### src/hw/dmaa_pkg.sv
// Shared constants and types for the DMA request sampling and cascade arbiter
package dmaa_pkg;
  localparam int          NCHAN          = 8;
  localparam int          CLK_PERIOD_NS  = 4;
  // One bus state in ns and derived clock count
  localparam int          BUS_STATE_NS   = 8;
  localparam int          BUS_STATE_CYC  = (BUS_STATE_NS + CLK_PERIOD_NS - 1) / CLK_PERIOD_NS;
  localparam logic [1:0]  PHASE_LAST     = 2'(BUS_STATE_CYC - 1);
  localparam logic [1:0]  PHASE_FIRST    = 2'h0;
  // Channels able to serve a cascaded master (4 excluded)
  localparam logic [7:0]  CASC_CAPABLE   = 8'hEF;
  // Grant code that no cascade channel answers to
  localparam logic [2:0]  GRANT_IDLE     = 3'h4;
  // Sampling mode per group after reset: 0 is asynchronous
  localparam logic [1:0]  SYNC_MODE_RST  = 2'h0;
  localparam logic [2:0]  CHAN_RST       = 3'h0;

  typedef enum logic [2:0] {
    ST_IDLE   = 3'h0,
    ST_HREQ   = 3'h1,
    ST_ARB    = 3'h3,
    ST_XFER   = 3'h2,
    ST_REL    = 3'h6,
    ST_CASC   = 3'h7,
    ST_CDROP  = 3'h5,
    ST_RFSH   = 3'h4
  } dmaa_state_t;

  typedef struct packed {
    dmaa_state_t state;
    logic [1:0]  phase;
    logic [1:0]  sync_mode;
    logic        start_samp;
    logic        samp_req;
    logic        samp_eop;
    logic        last_xfer;
    logic        resume_dma;
    logic        resume_casc;
    logic        casc_again;
    logic [2:0]  chan;
    logic        hold;
    logic [2:0]  grant;
    logic        xfer_go;
    logic        rfsh_go;
    logic        busy;
  } dmaa_regs_t;
endpackage

### src/hw/dmaa_sync.sv
// Two-flop synchroniser for asynchronous request pins
`timescale 1ns/100ps
module dmaa_sync #(
  parameter int WIDTH = 1
) (
  input  wire logic             clk_sys,
  input  wire logic             rst_b,
  input  wire logic [WIDTH-1:0] d_in,
  output logic      [WIDTH-1:0] d_out
);
  logic [WIDTH-1:0] meta_ff;
  logic [WIDTH-1:0] sync_ff;

  always_ff @(posedge clk_sys or negedge rst_b) begin
    if (!rst_b) begin
      meta_ff <= '0;
      sync_ff <= '0;
    end else begin
      meta_ff <= d_in;
      sync_ff <= meta_ff;
    end
  end

  assign d_out = sync_ff;
endmodule

### src/hw/dmaa_pick.sv
// Fixed priority picker, lowest channel number wins
`timescale 1ns/100ps
module dmaa_pick (
  input  wire logic [7:0] req,
  output logic            found,
  output logic [2:0]      idx
);
  always_comb begin
    found = 1'b0;
    idx   = 3'h0;
    for (int i = 7; i >= 0; i--) begin
      if (req[i]) begin
        found = 1'b1;
        idx   = 3'(i);
      end
    end
  end
endmodule

### src/hw/dmaa_core.sv
// Request sampling, termination, cascade and refresh arbitration for DMA
`timescale 1ns/100ps
// Operation
// [RULE1] Start request captured at bus state begin, acted on at its end.
// [RULE2] End-of-transfer sampling selectable synchronous or asynchronous.
// [RULE3] Sync: sample at end of last requester state; stop ends process.
// [RULE4] Async: sample at each state start, apply at that state's end.
// [RULE5] Async inputs must be valid one clock earlier than sync sampling.
// [RULE6] Async peripheral drops request at start of next-to-last state.
// [RULE7] Sync mode gives the requester one extra bus state to react.
// [RULE8] Pipelined: state where next-address is seen active is commit point.
// [RULE9] Stop seen before next bus cycle begins prevents that transfer.
// [RULE10] Cascade only on channels 0-3 and 5-7.
// [RULE11] Cascade master granted by channel code on encoded grant lines.
// [RULE12] Cascade request arbitrated normally; device idles while master owns bus.
// [RULE13] Cascade ends when master request or host grant goes inactive.
// [RULE14] Refresh has top priority and pre-empts DMA or cascade.
// [RULE15] Refresh after current transfer; interrupted process keeps priority.
// [RULE16] Refresh runs before bus returns to host after final transfer.
// [RULE17] Refresh in cascade: withdraw grant, wait for request to drop.
// [RULE18] Cascaded master drops request once grant is withdrawn.
// [RULE19] Cascade resumes if request returns during refresh, else host.
// [RULE20] Only this device observes the host bus grant.
// [RULE21] Bus hold request raised one bus state after service request.
// [RULE22] Sampling mode set per group by command, asynchronous after reset.
// [RULE23] No new hold request until host grant has dropped.
// [RULE24] Request and end-of-process pass a two-flop synchroniser.
// [RULE25] Idle grant code matches no cascade-capable channel.
module dmaa_core (
  input  wire logic       clk_sys,
  input  wire logic       rst_b,
  input  wire logic [7:0] chan_service_request,
  input  wire logic       process_end_n,
  input  wire logic       next_addr_request_n,
  input  wire logic       host_bus_grant,
  input  wire logic [7:0] chan_enable,
  input  wire logic [7:0] chan_cascade,
  input  wire logic       pipelined,
  input  wire logic       byte_count_done,
  input  wire logic       xfer_access,
  input  wire logic       xfer_last_state,
  input  wire logic       xfer_done,
  input  wire logic       refresh_req,
  input  wire logic       refresh_done,
  input  wire logic       cmd_sync_wr,
  input  wire logic       cmd_group,
  input  wire logic       cmd_sync_mode,
  output logic            host_bus_request,
  output logic [2:0]      encoded_grant_code,
  output logic            xfer_go,
  output logic            refresh_go,
  output logic [2:0]      active_chan,
  output logic            dma_busy,
  output logic            last_transfer
);
  dmaa_pkg::dmaa_regs_t cur_ff;
  dmaa_pkg::dmaa_regs_t nxt_cur;

  logic [7:0] req_s;
  logic       eop_s;
  logic [7:0] req_live;
  logic       pick_found;
  logic [2:0] pick_idx;
  logic       st_begin;
  logic       st_end;
  logic       chan_req;
  logic       req_now;
  logic       eop_now;
  logic       dec_ev;
  logic       stop_now;
  logic       is_casc;

  // Group of a channel is its upper bit
  function automatic logic grp_sync(input logic [1:0] mode, input logic [2:0] ch);
    grp_sync = mode[ch[2]];
  endfunction

  dmaa_sync #(.WIDTH(8)) u_req_sync (  // see [RULE24]
    .clk_sys (clk_sys),
    .rst_b   (rst_b),
    .d_in    (chan_service_request),
    .d_out   (req_s)
  );

  dmaa_sync #(.WIDTH(1)) u_eop_sync (  // see [RULE24]
    .clk_sys (clk_sys),
    .rst_b   (rst_b),
    .d_in    (~process_end_n),
    .d_out   (eop_s)
  );

  assign req_live = req_s & chan_enable;

  dmaa_pick u_pick (
    .req   (req_live),
    .found (pick_found),
    .idx   (pick_idx)
  );

  // Bus state divider
  assign st_begin = (cur_ff.phase == dmaa_pkg::PHASE_FIRST);
  assign st_end   = (cur_ff.phase == dmaa_pkg::PHASE_LAST);
  assign chan_req = req_s[cur_ff.chan];
  assign is_casc  = chan_cascade[pick_idx] & dmaa_pkg::CASC_CAPABLE[pick_idx];  // see [RULE10]

  // Sync mode uses live value at state end, async the value held from state begin
  assign req_now = grp_sync(cur_ff.sync_mode, cur_ff.chan) ? chan_req : cur_ff.samp_req;
  assign eop_now = grp_sync(cur_ff.sync_mode, cur_ff.chan) ? eop_s : cur_ff.samp_eop;
  assign stop_now = ~req_now | eop_now | byte_count_done;  // see [RULE3] [RULE4] [RULE7]

  // Decision point: last requester state, or the next-address state when pipelined
  assign dec_ev = st_end & xfer_access &
                  (pipelined ? ~next_addr_request_n : xfer_last_state);  // see [RULE8] [RULE5]

  always_comb begin
    nxt_cur         = cur_ff;
    nxt_cur.xfer_go = 1'b0;
    nxt_cur.rfsh_go = 1'b0;
    nxt_cur.phase   = st_end ? dmaa_pkg::PHASE_FIRST : 2'(cur_ff.phase + 2'h1);

    if (cmd_sync_wr) begin
      nxt_cur.sync_mode[cmd_group] = cmd_sync_mode;  // see [RULE22] [RULE2]
    end

    // Inputs captured at the start of every bus state
    if (st_begin) begin
      nxt_cur.start_samp = (|req_live) | refresh_req;  // see [RULE1]
      nxt_cur.samp_req   = chan_req;  // see [RULE4]
      nxt_cur.samp_eop   = eop_s;
    end

    unique case (cur_ff.state)
      dmaa_pkg::ST_IDLE: begin
        nxt_cur.grant = dmaa_pkg::GRANT_IDLE;  // see [RULE25]
        nxt_cur.busy  = 1'b0;
        if (st_end && cur_ff.start_samp && !host_bus_grant) begin
          nxt_cur.hold  = 1'b1;  // see [RULE21] [RULE1] [RULE23]
          nxt_cur.busy  = 1'b1;
          nxt_cur.state = dmaa_pkg::ST_HREQ;
        end
      end
      dmaa_pkg::ST_HREQ: begin
        if (st_end && host_bus_grant) begin
          nxt_cur.state = dmaa_pkg::ST_ARB;
        end
      end
      dmaa_pkg::ST_ARB: begin
        // Arbitration in the first state after the grant
        if (!host_bus_grant) begin
          nxt_cur.state = dmaa_pkg::ST_REL;
        end else if (st_end) begin
          nxt_cur.last_xfer   = 1'b0;
          nxt_cur.resume_dma  = 1'b0;
          nxt_cur.resume_casc = 1'b0;
          if (refresh_req) begin
            nxt_cur.rfsh_go = 1'b1;  // see [RULE14]
            nxt_cur.state   = dmaa_pkg::ST_RFSH;
          end else if (!pick_found) begin
            nxt_cur.state = dmaa_pkg::ST_REL;
          end else if (is_casc) begin
            nxt_cur.chan  = pick_idx;
            nxt_cur.grant = pick_idx;  // see [RULE11] [RULE12]
            nxt_cur.state = dmaa_pkg::ST_CASC;
          end else begin
            nxt_cur.chan    = pick_idx;
            nxt_cur.xfer_go = 1'b1;
            nxt_cur.state   = dmaa_pkg::ST_XFER;
          end
        end
      end
      dmaa_pkg::ST_XFER: begin
        if (dec_ev && stop_now) begin
          nxt_cur.last_xfer = 1'b1;  // see [RULE3] [RULE8]
        end
        if (xfer_done) begin
          if (refresh_req) begin
            nxt_cur.rfsh_go    = 1'b1;  // see [RULE15] [RULE16]
            nxt_cur.resume_dma = ~(cur_ff.last_xfer | (dec_ev & stop_now));
            nxt_cur.state      = dmaa_pkg::ST_RFSH;
          end else if (cur_ff.last_xfer || (dec_ev && stop_now)) begin
            nxt_cur.state = dmaa_pkg::ST_REL;
          end
        end else if (st_begin && !xfer_access && !cur_ff.xfer_go) begin
          if (cur_ff.last_xfer || (!grp_sync(cur_ff.sync_mode, cur_ff.chan) && stop_now)) begin
            nxt_cur.state = dmaa_pkg::ST_REL;  // see [RULE9]
          end else begin
            nxt_cur.xfer_go = 1'b1;
          end
        end
      end
      dmaa_pkg::ST_CASC: begin
        // Device stays idle while the cascaded master owns the bus
        if (!chan_req || !host_bus_grant) begin
          nxt_cur.grant = dmaa_pkg::GRANT_IDLE;  // see [RULE13] [RULE25]
          nxt_cur.state = dmaa_pkg::ST_REL;
        end else if (refresh_req) begin
          nxt_cur.grant = dmaa_pkg::GRANT_IDLE;  // see [RULE17] [RULE14]
          nxt_cur.state = dmaa_pkg::ST_CDROP;
        end
      end
      dmaa_pkg::ST_CDROP: begin
        if (!host_bus_grant) begin
          nxt_cur.state = dmaa_pkg::ST_REL;
        end else if (!chan_req) begin
          nxt_cur.rfsh_go     = 1'b1;  // see [RULE17] [RULE18]
          nxt_cur.resume_casc = 1'b1;
          nxt_cur.casc_again  = 1'b0;
          nxt_cur.state       = dmaa_pkg::ST_RFSH;
        end
      end
      dmaa_pkg::ST_RFSH: begin
        if (chan_req && cur_ff.resume_casc) begin
          nxt_cur.casc_again = 1'b1;
        end
        if (refresh_done) begin
          if (cur_ff.resume_casc && (cur_ff.casc_again || chan_req) && host_bus_grant) begin
            nxt_cur.grant = cur_ff.chan;  // see [RULE19]
            nxt_cur.state = dmaa_pkg::ST_CASC;
          end else if (cur_ff.resume_dma && host_bus_grant) begin
            nxt_cur.state = dmaa_pkg::ST_XFER;  // see [RULE15]
          end else begin
            nxt_cur.state = dmaa_pkg::ST_REL;  // see [RULE16] [RULE19]
          end
          nxt_cur.resume_casc = 1'b0;
          nxt_cur.resume_dma  = 1'b0;
        end
      end
      dmaa_pkg::ST_REL: begin
        nxt_cur.hold  = 1'b0;
        nxt_cur.grant = dmaa_pkg::GRANT_IDLE;
        if (!host_bus_grant) begin
          nxt_cur.state = dmaa_pkg::ST_IDLE;  // see [RULE23]
        end
      end
    endcase
  end

  always_ff @(posedge clk_sys or negedge rst_b) begin
    if (!rst_b) begin
      cur_ff.state       <= dmaa_pkg::ST_IDLE;
      cur_ff.phase       <= dmaa_pkg::PHASE_FIRST;
      cur_ff.sync_mode   <= dmaa_pkg::SYNC_MODE_RST;  // see [RULE22]
      cur_ff.start_samp  <= 1'b0;
      cur_ff.samp_req    <= 1'b0;
      cur_ff.samp_eop    <= 1'b0;
      cur_ff.last_xfer   <= 1'b0;
      cur_ff.resume_dma  <= 1'b0;
      cur_ff.resume_casc <= 1'b0;
      cur_ff.casc_again  <= 1'b0;
      cur_ff.chan        <= dmaa_pkg::CHAN_RST;
      cur_ff.hold        <= 1'b0;
      cur_ff.grant       <= dmaa_pkg::GRANT_IDLE;
      cur_ff.xfer_go     <= 1'b0;
      cur_ff.rfsh_go     <= 1'b0;
      cur_ff.busy        <= 1'b0;
    end else begin
      cur_ff <= nxt_cur;
    end
  end

  assign host_bus_request   = cur_ff.hold;
  assign encoded_grant_code = cur_ff.grant;
  assign xfer_go            = cur_ff.xfer_go;
  assign refresh_go         = cur_ff.rfsh_go;
  assign active_chan        = cur_ff.chan;
  assign dma_busy           = cur_ff.busy;
  assign last_transfer      = cur_ff.last_xfer;
endmodule

### config.mk
export PLATFORM = sky130hd
export DESIGN_NAME = dmaa_core
export DESIGN_NICKNAME = d
export VERILOG_FILES = /design/src/hw/dmaa_pkg.sv /design/src/hw/dmaa_sync.sv /design/src/hw/dmaa_pick.sv /design/src/hw/dmaa_core.sv
export SDC_FILE = /design/constraint.sdc
export NUM_CORES = 1
export LEC_CHECK = 0
export BUFFER_PORTS_ARGS = -buffer_cell sky130_fd_sc_hd__buf_2
export CORE_ASPECT_RATIO = 1.75
export CORE_UTILIZATION = 58
export CTS_BUF_LIST = sky130_fd_sc_hd__clkbuf_4 sky130_fd_sc_hd__clkbuf_8 sky130_fd_sc_hd__clkbuf_16
export DETAILED_ROUTE_END_ITERATION = 12
export PLACE_DENSITY = 0.93
export SKIP_LAST_GASP = 1
export SYNTH_ARGS = -nofsm -noshare
export SYNTH_HDL_FRONTEND = slang
export SYNTH_SLANG_ARGS = --single-unit
export TNS_END_PERCENT = 1
### constraint.sdc
create_clock -name clk_sys -period 3.88 [get_ports clk_sys]
set_clock_uncertainty 0.05 [all_clocks]
set_input_delay 0.388 -clock clk_sys [delete_from_list [all_inputs] [get_ports clk_sys]]
set_output_delay 0.388 -clock clk_sys [all_outputs]
set_load 0.1 [all_outputs]
==> impl_metrics.tcl <==
set metrics [dict create \
    status "finished clean" \
    startpoint_type "register" \
    antenna_left 0 \
    rr_endpoint "cur_ff[23]" \
    pre_cts_ws_ns 0.983 \
    crit_type "register to register" \
    core_area_sq_um 3630 \
    timing_worst_slew_pin_value_ns 0.915 \
    synth_edf_count 0 \
    dieArea_sq_um 4100 \
    num_rows 29 \
    area_growth_syn_to_layout_pct 13.9 \
    cts.repair.resized 0 \
    p_per_area_nw_per_um2 721 \
    nFillCells 286 \
    crit_buf_inv 0 \
    layout.nets 293 \
    hold_depth 1 \
    min_period_ns 2.85 \
    r2r_cells 6 \
    clockBufferDepth 2 \
    synth_area_per_cell_sq_um 10.4 \
    finalHoldViolCount 0 \
    cts_made_buffers 5 \
    die_h_um 83.9 \
    holdPathEnd "u_req_sync.meta_ff[4]" \
    crit_fanout 10 \
    vias_per_cell 6.33 \
    grt_pass1_vias 1947 \
    crit_start "active_chan[0]" \
    hold_start "chan_service_request[4]" \
    rsz0062_at_grt "no" \
    worstHoldPathType "primary input to register" \
    crit_arrival_ns 2.99 \
    cts_tree "built" \
    drt_first_pass_iters 5 \
    dp_hpwl_um 3900 \
    grt_max_degree 43 \
    overflow 0 \
    clkLatencyLatePin_ns 0.30 \
    setup_viol 0 \
    setup-tns-final_ns 0 \
    cts.sinks 42 \
    leakagePower_nw 1.14 \
    drc 0 \
    synth_fp_nets 253 \
    grt_usage 0.288 \
    cpLargestDelayFamily "multiplexers" \
    antenna_found_initial 0 \
    die_x_um 48.8 \
    crit_slowest_cell "mux4_2" \
    cpMostUsedCell "mux2_2" \
    max_cap_violations 0 \
    cts_hold_buf 0 \
    drt_wl_total_um 5290 \
    rrSetupSlack_ns 1.03 \
    place_congestion 0.940 \
    grt_pass1_wl_um 8850 \
    wl_per_cell_um 17.6 \
    drv_slew 0 \
    initial_core_util 0.613 \
    ys_seq_area_frac 0.473 \
    port_buffers 48 \
    yosysWarnings 0 \
    io_pins 50 \
    worstReg2RegStart "active_chan[0]" \
    cp-end-kind "register" \
    worstPathRequired_ns 4.02 \
    drt-initial-drc-count 117 \
    clk_pin_slew_worst_paths_ns 0.08 \
    clockRootBuffer "clkbuf_8" \
    async_flop_share 1.00 \
    ys.flop_type "dfrtp_1" \
    synthesis.area_sq_um 2220 \
    crit_chain "mux4_2 -> mux2_2 -> a211oi_1 -> nor3_1 -> a21oi_1 -> mux2_2" \
    slew_headroom 0.390 \
    antenna_cells 0 \
    fmax_mhz 351 \
    fin_ws_ns 1.03 \
    drive_gt1_frac 0.298 \
    htree_levels 2 \
    cts_setup_buffers 0 \
    max_stage_delay_ns 0.55 \
    synthCells 214 \
    worst_ir_drop_vdd_uv 540 \
    vias 1904 \
    finalCritPeriodShare 0.734 \
    synth-seq-cells 42 \
    synth.distinct_cells 46 \
]
-- routing by layer --
layer / track usage / up-vias / wire, um
met1: 0.291 / 908 / 1790
met4: 0.174 / 0 / 264
li1: - / 877 / -
met2: 0.543 / 94 / 2980
met5: 0 / - / 0
met3: 0.0291 / 25 / 259
-- kinds of logic (layout without fill, tap and decap cells) --
| logic type | Yosys count | after routing | share of synthesized area |
|---|---|---|---|
| buffers and inverters | 19 | 60 | 0.0422 |
| AOI/OAI and AO/OA | 56 | 56 | 0.186 |
| DFF | 42 | 42 | 0.473 |
| and+or+nand+nor | 76 | 76 | 0.180 |
| muxes | 21 | 21 | 0.119 |
-- state kept, by name, indices dropped and copies added, names as in the netlist, 3 cells and up --
signal	count
encoded_grant_code	3
u_req_sync.d_out	8
u_req_sync.meta_ff	8
cur_ff	13
active_chan	3
-- power breakdown --
group	internal, mW	total, mW	switching [mW]
logic	0.289	0.870	0.582
registers	0.529	0.673	0.144
clock network	0.134	0.283	0.149
-- placed cells by master, fill, tap and decap left out, drive strengths merged, types with 3 or more instances in the layout --
master	netlist	final
a31oi	5	5
a21oi	12	12
dfrtp	41	41
mux2	14	14
nor4	3	3
a22oi	6	6
o2bb2ai	3	3
nand2	17	17
clkbuf	8	6
nand2b	7	7
nand3b	3	3
nand3	7	7
and2	6	6
buf	7	48
o21ai	8	8
mux2i	4	4
inv	4	4
nor3	4	4
nor2	14	14
mux4	3	3
a32oi	3	3
a211oi	4	4
nor2b	7	7
-- how the worst max path moves through the flow --
stage | endpoint | slack (ns) | depth (start not counted)
after floorplan | encoded_grant_code[0] | 1.32 | 6
after global placement | encoded_grant_code[1] | 1.07 | 7
after detailed placement | encoded_grant_code[0] | 0.98 | 7
after CTS | cur_ff[23] | 1.05 | 6
after global routing | cur_ff[23] | 0.90 | 6
final | cur_ff[23] | 1.03 | 6
-- synthesized netlist by cell type, drive strengths merged (2+ instances only) --
master | number | share of area
a31oi | 5 | 0.014
nand4 | 2 | 0.0056
a32oi | 3 | 0.012
nand2 | 17 | 0.029
o21ai | 8 | 0.018
mux4 | 3 | 0.030
a21oi | 12 | 0.027
o2bb2ai | 3 | 0.012
mux2i | 4 | 0.018
nor2 | 14 | 0.024
and2 | 6 | 0.017
buf | 7 | 0.022
a22oi | 6 | 0.020
dfrtp | 41 | 0.46
a41oi | 2 | 0.0079
nand3 | 7 | 0.016
a211oi | 4 | 0.019
nor4 | 3 | 0.0084
mux2 | 14 | 0.071
nand2b | 7 | 0.020
a21o | 2 | 0.0067
o22ai | 2 | 0.0056
nor2b | 7 | 0.020
inv | 4 | 0.0067
clkbuf | 8 | 0.013
nor3 | 4 | 0.0090
nand3b | 3 | 0.010
-- per-stage QoR --
stage	hold WS (ns)	power (mW)	cell area, sq um	util	instances
3_5_place_dp	0.293	1.54	2440	0.673	293
4_1_cts	0.146	1.82	2530	0.698	301
5_1_grt	0.142	1.92	2530	0.698	301
2_1_floorplan	0.0424	1.39	2220	-	214
3_3_place_gp	0.282	1.52	2440	0.673	293
6_report	0.149	1.83	2530	0.698	301
-- layout make-up --
| class | count | area (sq um) | area share |
|---|---|---|---|
| Multi-Input combinational cell | 153 | 1080 | 0.426 |
| Sequential cell | 42 | 1050 | 0.415 |
| Timing Repair Buffer | 48 | 240 | 0.0948 |
| Clock buffer | 6 | 76.3 | 0.0301 |
| Tap cell | 46 | 57.6 | 0.0227 |
| Inverter | 4 | 15.0 | 0.00593 |
| Clock inverter | 2 | 13.8 | 0.00543 |
Note: power is estimated with default switching activity, not from simulation.
